$ cat src/hw/sdmr_params.svh
// Register offsets, field positions and reset values of the block
`ifndef SDMR_PARAMS_SVH
`define SDMR_PARAMS_SVH
`define SDMR_OFS_MODEM   3'h0
`define SDMR_OFS_TXDATA  3'h1
`define SDMR_OFS_TXFLAGS 3'h2
`define SDMR_OFS_RXDATA  3'h3
`define SDMR_OFS_RXFLAGS 3'h4
`define SDMR_MODEM_PINS  5
`define SDMR_MODEM_LOOP  5
`define SDMR_MODEM_MASK  8'h3f
`define SDMR_MODEM_RST   8'h00
`define SDMR_TXF_NINTH   0
`define SDMR_TXF_PARITY  1
`define SDMR_TXF_MARKER  2
`define SDMR_TXF_MASK    8'h07
`define SDMR_TXF_RST     8'h00
`define SDMR_RXF_NINTH   5
`define SDMR_RXF_MASK    8'h7f
`define SDMR_LEN_NINE    4'h9
`define SDMR_BUS_W       14
`define SDMR_BUS_RST     14'h3fff
`endif

$ cat src/hw/sdmr_pkg.sv
// Types shared by the data and modem register block
package sdmr_pkg;
    typedef logic [7:0] sdmr_byte_t;
    typedef logic [1:0] sdmr_loop_t;
    typedef enum logic [1:0] {
        SDMR_MODE_PLAIN  = 2'b00,
        SDMR_MODE_MARKER = 2'b01,
        SDMR_MODE_SPAR   = 2'b10,
        SDMR_MODE_NINE   = 2'b11
    } sdmr_mode_e;
endpackage : sdmr_pkg

$ cat src/hw/sdmr_fifo_if.sv
// Carrier between the register block and its character queues
`timescale 1ns/1ps
interface sdmr_fifo_if #(parameter int W = 8);
    logic         push;
    logic [W-1:0] push_data;
    logic         pop;
    logic [W-1:0] head;
    logic         full;
    logic         empty;
    modport store (input push, push_data, pop, output head, full, empty);
    modport user  (output push, push_data, pop, input head, full, empty);
endinterface : sdmr_fifo_if

$ cat src/hw/sdmr_fifo.sv
// Character queue, power-of-two depth, push allowed when full and popping
`timescale 1ns/1ps
module sdmr_fifo #(
    parameter int W     = 8,
    parameter int DEPTH = 4
) (
    input  wire logic  clk,
    input  wire logic  rst_n,
    sdmr_fifo_if.store q
);
    import sdmr_pkg::*;
    localparam int AW = $clog2(DEPTH);
    localparam logic [AW:0] FULL_CNT = (AW + 1)'(DEPTH);
    typedef struct packed {
        logic [DEPTH-1:0][W-1:0] mem;
        logic [AW-1:0]           wp;
        logic [AW-1:0]           rp;
        logic [AW:0]             cnt;
    } sdmr_fifo_s;
    sdmr_fifo_s s_r;
    sdmr_fifo_s s_nxt;
    logic       do_push;
    logic       do_pop;
    always_comb begin
        s_nxt   = s_r;
        do_pop  = q.pop && (s_r.cnt != '0);
        do_push = q.push && ((s_r.cnt != FULL_CNT) || do_pop);
        if (do_push) begin
            s_nxt.mem[s_r.wp] = q.push_data;
            s_nxt.wp          = s_r.wp + 1'b1;
        end
        if (do_pop) begin
            s_nxt.rp = s_r.rp + 1'b1;
        end
        case ({do_push, do_pop})
            2'b10:   s_nxt.cnt = s_r.cnt + 1'b1;
            2'b01:   s_nxt.cnt = s_r.cnt - 1'b1;
            default: s_nxt.cnt = s_r.cnt;
        endcase
    end
    always_ff @(posedge clk or negedge rst_n) begin
        if (!rst_n) begin
            s_r <= '0;
        end else begin
            s_r <= s_nxt;
        end
    end
    assign q.head  = s_r.mem[s_r.rp];
    assign q.full  = (s_r.cnt == FULL_CNT);
    assign q.empty = (s_r.cnt == '0);
endmodule : sdmr_fifo

$ cat src/hw/sdmr_sync.sv
// Two-stage synchroniser for pin inputs
`timescale 1ns/1ps
module sdmr_sync #(
    parameter int           W       = 1,
    parameter logic [W-1:0] RST_VAL = '0
) (
    input  wire logic         clk,
    input  wire logic         rst_n,
    input  wire logic [W-1:0] d,
    output logic      [W-1:0] q
);
    import sdmr_pkg::*;
    typedef struct packed {
        logic [W-1:0] meta;
        logic [W-1:0] hold;
    } sdmr_sync_s;
    sdmr_sync_s s_r;
    sdmr_sync_s s_nxt;
    always_comb begin
        s_nxt.meta = d;
        s_nxt.hold = s_r.meta;
    end
    always_ff @(posedge clk or negedge rst_n) begin
        if (!rst_n) begin
            s_r <= {RST_VAL, RST_VAL};
        end else begin
            s_r <= s_nxt;
        end
    end
    assign q = s_r.hold;
endmodule : sdmr_sync

$ cat src/hw/serial_data_modem_regs.sv
// Data and modem output registers of the serial controller
// What this block does
// - Each modem output pin set as a general output drives the complement of its written bit.
// - Modem bits only steer pins configured as general outputs.
// - One bit each for outputs 0, 1, 2, RTS and DTR.
// - Loopback bit enables loopback; variant comes from interface mode.
// - Data and flag registers accept host access at any time.
// - Writing transmit data pushes byte plus transmit flags to the queue.
// - Transmit data register is write-only; reads never return it.
// - Address marker mode sends the flagged marker bit.
// - Soft parity mode sends the flagged parity bit, none computed.
// - Nine-bit mode sends the flagged ninth bit as the top bit.
// - Receive data register shows the oldest held character.
// - Received character right-aligned, bits above length read zero.
// - First received character loads straight into receive data.
// - Reading receive data advances the queue, loading data and flags.
// - Receive flags load in the same step as receive data.
// - Received ninth bit holds the top bit, zero under nine bits.
`timescale 1ns/1ps
`include "sdmr_params.svh"
module serial_data_modem_regs #(
    parameter int TX_DEPTH = 4,
    parameter int RX_DEPTH = 4
) (
    input  wire  logic                 CORE_CLK,
    input  wire  logic                 RESETN,
    input  wire  logic                 CS_N,
    input  wire  logic                 RD_N,
    input  wire  logic                 WR_N,
    input  wire  logic [2:0]           ADDR,
    input  wire  sdmr_pkg::sdmr_byte_t DATA_IN,
    output sdmr_pkg::sdmr_byte_t       DATA_OUT,
    output logic                       DATA_OE,
    input  wire  logic [4:0]           PIN_GPO_SEL,
    input  wire  logic [4:0]           PIN_ALT,
    output logic [4:0]                 MODEM_PINS,
    input  wire  sdmr_pkg::sdmr_loop_t LOOP_MODE_SEL,
    output logic                       LOOPBACK_ON,
    output sdmr_pkg::sdmr_loop_t       LOOPBACK_TYPE,
    input  wire  logic [1:0]           CHAR_MODE,
    input  wire  logic                 TX_POP,
    output logic                       TX_AVAIL,
    output sdmr_pkg::sdmr_byte_t       TX_CHAR,
    output logic                       TX_EXTRA,
    output logic                       TX_EXTRA_EN,
    input  wire  logic                 RX_WRITE,
    input  wire  logic [8:0]           RX_CHAR,
    input  wire  sdmr_pkg::sdmr_byte_t RX_FLAGS,
    input  wire  logic [3:0]           RX_LEN,
    output logic                       RX_ROOM
);
    import sdmr_pkg::*;

    typedef struct packed {
        sdmr_byte_t modem;
        sdmr_byte_t txflag;
        sdmr_byte_t rxd;
        sdmr_byte_t receive_flags_register;
        logic       rx_full;
        logic [3:0] rx_len;
        sdmr_byte_t dout;
        logic       doe;
        logic [4:0] pins;
        logic       loop_on;
        sdmr_loop_t loop_sel;
        logic       wr_lo;
        logic       rd_lo;
        sdmr_byte_t wdata;
        logic [2:0] waddr;
        logic [2:0] raddr;
        sdmr_byte_t tx_char;
        logic       tx_extra;
        logic       tx_extra_en;
        logic       tx_avail;
        logic       rx_room;
    } sdmr_state_s;

    sdmr_state_s             s_r;
    sdmr_state_s             s_nxt;
    logic [`SDMR_BUS_W-1:0]  bus_s;
    logic                    cs_s;
    logic                    rd_s;
    logic                    wr_s;
    logic [2:0]              addr_s;
    sdmr_byte_t              din_s;
    logic                    wr_act;
    logic                    rd_act;
    logic                    wr_end;
    logic                    rd_start;
    logic                    rd_end;
    logic                    rx_adv;
    logic                    rx_need;
    logic                    rx_load;
    logic [8:0]              ld_char;
    sdmr_byte_t              ld_flags;
    sdmr_mode_e              mode;

    sdmr_fifo_if #(.W(11)) txif ();
    sdmr_fifo_if #(.W(17)) rxif ();

    // Keep only bits inside the character length
    function automatic sdmr_byte_t fit_char(logic [8:0] c, logic [3:0] len);
        sdmr_byte_t f;
        f = '0;
        for (int i = 0; i < 8; i++) begin
            f[i] = (4'(i) < len) ? c[i] : 1'b0;
        end
        return f;
    endfunction : fit_char

    function automatic logic ninth_of(logic [8:0] c, logic [3:0] len);
        return (len == `SDMR_LEN_NINE) ? c[8] : 1'b0;
    endfunction : ninth_of

    // Bus pins come from outside the clock domain
    sdmr_sync #(
        .W       (`SDMR_BUS_W),
        .RST_VAL (`SDMR_BUS_RST)
    ) u_bus_sync (
        .clk   (CORE_CLK),
        .rst_n (RESETN),
        .d     ({CS_N, RD_N, WR_N, ADDR, DATA_IN}),
        .q     (bus_s)
    );

    sdmr_fifo #(.W(11), .DEPTH(TX_DEPTH)) u_tx_fifo (
        .clk   (CORE_CLK),
        .rst_n (RESETN),
        .q     (txif.store)
    );

    sdmr_fifo #(.W(17), .DEPTH(RX_DEPTH)) u_rx_fifo (
        .clk   (CORE_CLK),
        .rst_n (RESETN),
        .q     (rxif.store)
    );

    assign cs_s   = bus_s[13];
    assign rd_s   = bus_s[12];
    assign wr_s   = bus_s[11];
    assign addr_s = bus_s[10:8];
    assign din_s  = bus_s[7:0];

    always_comb begin
        s_nxt    = s_r;
        mode     = sdmr_mode_e'(CHAR_MODE);
        wr_act   = !cs_s && !wr_s;
        rd_act   = !cs_s && !rd_s;
        wr_end   = s_r.wr_lo && !wr_act;
        rd_start = rd_act && !s_r.rd_lo;
        rd_end   = s_r.rd_lo && !rd_act;
        s_nxt.wr_lo = wr_act;
        s_nxt.rd_lo = rd_act;
        s_nxt.doe   = rd_act;

        // Last data seen while the strobe was low is committed at its end
        if (wr_act) begin
            s_nxt.wdata = din_s;
            s_nxt.waddr = addr_s;
        end

        if (rd_start) begin
            s_nxt.raddr = addr_s;
            case (addr_s)
                `SDMR_OFS_MODEM:   s_nxt.dout = s_r.modem;
                `SDMR_OFS_TXFLAGS: s_nxt.dout = s_r.txflag;
                `SDMR_OFS_RXDATA:  s_nxt.dout = s_r.rxd;
                `SDMR_OFS_RXFLAGS: s_nxt.dout = s_r.receive_flags_register;
                default:           s_nxt.dout = 8'h00;
            endcase
        end

        if (wr_end && (s_r.waddr == `SDMR_OFS_MODEM)) begin
            s_nxt.modem = s_r.wdata & `SDMR_MODEM_MASK;
        end
        if (wr_end && (s_r.waddr == `SDMR_OFS_TXFLAGS)) begin
            s_nxt.txflag = s_r.wdata & `SDMR_TXF_MASK;
        end

        for (int i = 0; i < `SDMR_MODEM_PINS; i++) begin
            s_nxt.pins[i] = PIN_GPO_SEL[i] ? !s_r.modem[i] : PIN_ALT[i];
        end

        s_nxt.loop_on  = s_r.modem[`SDMR_MODEM_LOOP];
        s_nxt.loop_sel = LOOP_MODE_SEL;

        txif.push      = wr_end && (s_r.waddr == `SDMR_OFS_TXDATA);
        txif.push_data = {s_r.txflag[2:0], s_r.wdata};
        txif.pop       = TX_POP && s_r.tx_avail;

        // Avail drops one cycle after each pop so no entry is taken twice
        s_nxt.tx_avail = !txif.empty && !txif.pop;
        s_nxt.tx_char  = txif.head[7:0];
        unique case (mode)
            SDMR_MODE_PLAIN: begin
                s_nxt.tx_extra    = 1'b0;
                s_nxt.tx_extra_en = 1'b0;
            end
            SDMR_MODE_MARKER: begin
                s_nxt.tx_extra    = txif.head[8 + `SDMR_TXF_MARKER];
                s_nxt.tx_extra_en = 1'b1;
            end
            SDMR_MODE_SPAR: begin
                s_nxt.tx_extra    = txif.head[8 + `SDMR_TXF_PARITY];
                s_nxt.tx_extra_en = 1'b1;
            end
            SDMR_MODE_NINE: begin
                s_nxt.tx_extra    = txif.head[8 + `SDMR_TXF_NINTH];
                s_nxt.tx_extra_en = 1'b1;
            end
        endcase

        rx_adv         = rd_end && (s_r.raddr == `SDMR_OFS_RXDATA);
        rx_need        = !s_r.rx_full || rx_adv;
        rx_load        = 1'b0;
        ld_char        = RX_CHAR;
        ld_flags       = RX_FLAGS;
        rxif.pop       = 1'b0;
        rxif.push      = 1'b0;
        rxif.push_data = {RX_FLAGS & `SDMR_RXF_MASK, RX_CHAR};
        if (rx_need) begin
            if (!rxif.empty) begin
                rx_load   = 1'b1;
                ld_char   = rxif.head[8:0];
                ld_flags  = rxif.head[16:9];
                rxif.pop  = 1'b1;
                rxif.push = RX_WRITE;
            end else if (RX_WRITE) begin
                rx_load = 1'b1;
            end else begin
                s_nxt.rx_full = 1'b0;
            end
        end else begin
            rxif.push = RX_WRITE && !rxif.full;
        end
        if (rx_load) begin
            s_nxt.rxd     = fit_char(ld_char, RX_LEN);
            s_nxt.receive_flags_register     = ld_flags & `SDMR_RXF_MASK;
            s_nxt.receive_flags_register[`SDMR_RXF_NINTH] = ninth_of(ld_char, RX_LEN);
            s_nxt.rx_len  = RX_LEN;
            s_nxt.rx_full = 1'b1;
        end
        s_nxt.rx_room = !rxif.full || rxif.pop;
    end

    always_ff @(posedge CORE_CLK or negedge RESETN) begin
        if (!RESETN) begin
            s_r        <= '0;
            s_r.modem  <= `SDMR_MODEM_RST;
            s_r.txflag <= `SDMR_TXF_RST;
        end else begin
            s_r <= s_nxt;
        end
    end

    assign DATA_OUT      = s_r.dout;
    assign DATA_OE       = s_r.doe;
    assign MODEM_PINS    = s_r.pins;
    assign LOOPBACK_ON   = s_r.loop_on;
    assign LOOPBACK_TYPE = s_r.loop_sel;
    assign TX_AVAIL      = s_r.tx_avail;
    assign TX_CHAR       = s_r.tx_char;
    assign TX_EXTRA      = s_r.tx_extra;
    assign TX_EXTRA_EN   = s_r.tx_extra_en;
    assign RX_ROOM       = s_r.rx_room;
endmodule : serial_data_modem_regs

$ cat config.mk
export PLATFORM = sky130hd
export DESIGN_NAME = serial_data_modem_regs
export DESIGN_NICKNAME = d
export VERILOG_FILES = /design/src/hw/sdmr_pkg.sv /design/src/hw/sdmr_fifo_if.sv /design/src/hw/sdmr_fifo.sv /design/src/hw/sdmr_sync.sv /design/src/hw/serial_data_modem_regs.sv
export VERILOG_INCLUDE_DIRS = /design/src /design/src/hw
export SDC_FILE = /design/constraint.sdc
export NUM_CORES = 1
export LEC_CHECK = 0
export ABC_AREA = 0
export BUFFER_PORTS_ARGS = -buffer_cell sky130_fd_sc_hd__buf_4
export CORE_MARGIN = 5
export CORE_UTILIZATION = 35
export DETAILED_ROUTE_END_ITERATION = 10
export GPL_TIMING_DRIVEN = 0
export MAX_ROUTING_LAYER = met4
export PLACE_DENSITY = 0.61
export SYNTH_ARGS = -nofsm -noshare
export SYNTH_HDL_FRONTEND = slang
export SYNTH_HIERARCHICAL = 1
export SYNTH_SLANG_ARGS = --single-unit
$ cat constraint.sdc
create_clock -name CORE_CLK -period 3.2 [get_ports CORE_CLK]
set_input_delay 0.48 -clock CORE_CLK [delete_from_list [all_inputs] [get_ports CORE_CLK]]
set_output_delay 0.48 -clock CORE_CLK [all_outputs]
set_load 0.03 [all_outputs]
==> results.txt <==
Initial cell density of the core - 0.354
IO Pins - 82
R2R setup slack - 0.24 ns
Critical path capture point type - flip-flop
Power density over the cells - 858 nW/um^2
Std-Cell Rows - 60
Initial DRT Pass Iterations - 7
Tmin final - 2.96 ns
CP Max Fanout - 10
Cts-stage hold buffer count - 0
Yosys synthesis warning count - 6
Share of cells above drive strength 1 - 0.476
Post-Syn Nets - 726
Worst setup path endpoint - u_rx_fifo/s_r[2]
Final cell count without fillers - 1,130
Post-detailed-route via-to-cell ratio - 4.94
Worst min-delay path category - primary input to asynchronous set/reset pin
Type of element launching the critical path - flip-flop
Fin util - 0.424
Final-report setup violation count - 0
Detail Route Antenna Nets - 0
Run status - finished, final reports clean
Via count of the first global-routing pass - 5,945
Highest Clock Rate - 337 MHz
Maximum level of the CTS H-tree - 1
Clock Skew - 0.0100 ns
Area post-placement - 10,500 sq um
First-pass GRT wire length - 33,200 um
Placeable core region - 26,900 sq um
Period utilisation layout - 0.926
Longest Clk Path Bufs - 3
Worst EP required - 3.63 ns
Post-Synthesis Mean Instance Area - 14.4 sq um
DRC violations left - 0
RSZ-0062 raised after global routing - no
Synth-to-layout area growth - 19.9%
Routed wire per std cell - 17.7 um
Number of antenna violations at the first check in global routing - 1
Die extent in y - 175 um
Number of I/O port buffers - 78
Number of pins exceeding their max-slew limit in the final report - 0
Endpoint of the worst register-to-register path - u_rx_fifo/s_r[2]
Largest net degree at the start of global routing - 115
Cell area after synthesis - 9500 sq um
Worst-margin pin slew - 0.971 ns
RR Startpoint - u_rx_fifo/s_r[2]
Number of max-cap violations - 0
GRT Residual Overflow - 0
Fin area - 11,400 sq um
Total Neg Setup Slack - 0 ns
Synthesized instance count - 662
Die Width - 175 um
Min Hold Slack - 0.0238 ns
Number of vias in the routed layout - 5,577
Worst path arrival time - 3.39 ns
Leakage power - 5.04 nW
Detailed placement HPWL - 13,400 um
Clk sink count - 215
Combined global-route utilization of all metal layers - 0.138
Launching instance or port of the critical path - u_rx_fifo/s_r[2]
Hold violation count in the final report - 0
Cells after DPL - 1,082
Slew HR - 0.336
Net count of the finished layout - 835
Setup Crit Path Kind - flip-flop to flip-flop
Die area - 30,500 sq um
RD Place Congestion - 0.825
Clock root buffer - sky130_fd_sc_hd__clkbuf_16
Worst-skew pair later-pin latency - 0.51 ns
Final wirelength - 20,000 um
TritonCTS clock tree - built
Number of buffers created by CTS - 24
First-iteration detailed-routing DRC count - 431
Peak supply drop - 0.000450 V
Cell depth of the worst flop-to-flop path - 12
Post-CTS clock slew at the launch and capture registers of the worst setup and hold paths - 0.06 ns
sequential cells by signal, indices dropped and copies added (netlist names):
signal	flops
u_rx_fifo/s_r	67
u_tx_fifo/s_r	51
s_r	40
u_bus_sync/q	14
u_bus_sync/s_nxt	14
DATA_OUT	8
TX_CHAR	8
MODEM_PINS	5
LOOPBACK_TYPE	2
LOOPBACK_ON	1
RX_ROOM	1
TX_AVAIL	1
TX_EXTRA	1
TX_EXTRA_EN	1
s_nxt	1
worst max-delay path: stages, from the launching register on:
cell and delay, ns:
sky130_fd_sc_hd__dfrtp_1 0.46, sky130_fd_sc_hd__nor3_4 0.24, sky130_fd_sc_hd__clkbuf_4 0.24, sky130_fd_sc_hd__clkbuf_4 0.24, sky130_fd_sc_hd__nor2_1 0.12, sky130_fd_sc_hd__nor4b_4 0.31
sky130_fd_sc_hd__nand2b_2 0.20, sky130_fd_sc_hd__ha_1 0.19, sky130_fd_sc_hd__inv_1 0.06, sky130_fd_sc_hd__fa_1 0.37, sky130_fd_sc_hd__xor2_1 0.15, sky130_fd_sc_hd__nor2_1 0.11
sky130_fd_sc_hd__xor2_1 0.17
worst min-delay path by stage:
stage,start,to,slack [ns],depth (start not counted)
4_1_cts,RESETN,s_r[17],0.05,1
2_1_floorplan,RESETN,DATA_OUT[0],0.18,0
3_3_place_gp,u_bus_sync/s_nxt[4],u_bus_sync/q[4],0.35,0
5_1_grt,ADDR[2],u_bus_sync/s_nxt[10],0.05,1
6_report,RESETN,s_r[25],0.02,1
3_5_place_dp,u_bus_sync/s_nxt[4],u_bus_sync/q[4],0.35,0
power by group:
group	internal [mW]	switching [mW]	leakage [nW]
logic	1.63	1.23	2.06
registers	3.66	0.555	2.60
clock network	1.63	1.07	0.382
layer usage:
layer  vias to the layer above  part of all wire  global-route usage
met5                         -                 0                   -
met4                         0             0.023              0.0311
met3                        31             0.044              0.0242
met2                       131              0.47               0.215
met1                      2822              0.46               0.191
li1                       2593                 -                   -
placed cells by master, fill, tap and decap left out, drive strengths merged, types with 3 or more instances in the layout:
cell type and n:
nand4b 9, a2111oi 6, clkinv 5, clkbuf 46, mux4 26, xor2 4
and2 10, mux2 141, nand3 4, nand2 24, or2 5, a31oi 8
buf 126, o21ai 7, dfstp 28, ha 9, a21oi 10, nand2b 4
o2bb2ai 3, a22oi 5, a222oi 8, nor3 4, a21o 6, and3 3
nor2 33, mux2i 8, dfrtp 187, inv 24, xnor2 7
metrics by stage:
step                      setup slack [ns]  power (mW)
after floorplan                     0.0440        6.26
after global placement              -0.792        7.03
after detailed placement            -0.920        7.12
after CTS                           0.0423        9.91
after global routing                0.0243        10.4
final                                0.236        9.77
area by class of cell:
cell class	count	area, sq um
Inverter	25	93.8
Clock inverter	6	61.3
Fill cell	2518	15500
Timing Repair Buffer	83	651
Multi-Input combinational cell	370	3640
Sequential cell	215	5420
Clock buffer	37	721
Antenna cell	1	2.50
Tap cell	341	427
Buffer	52	377
timing repair:
action,4_1_cts,5_1_grt
setup endpoints to repair,65,1
gates resized for setup,4,7
setup buffers,2,2
pin swaps,2,1
No activity file was read; power rests on OpenSTA's default activity.
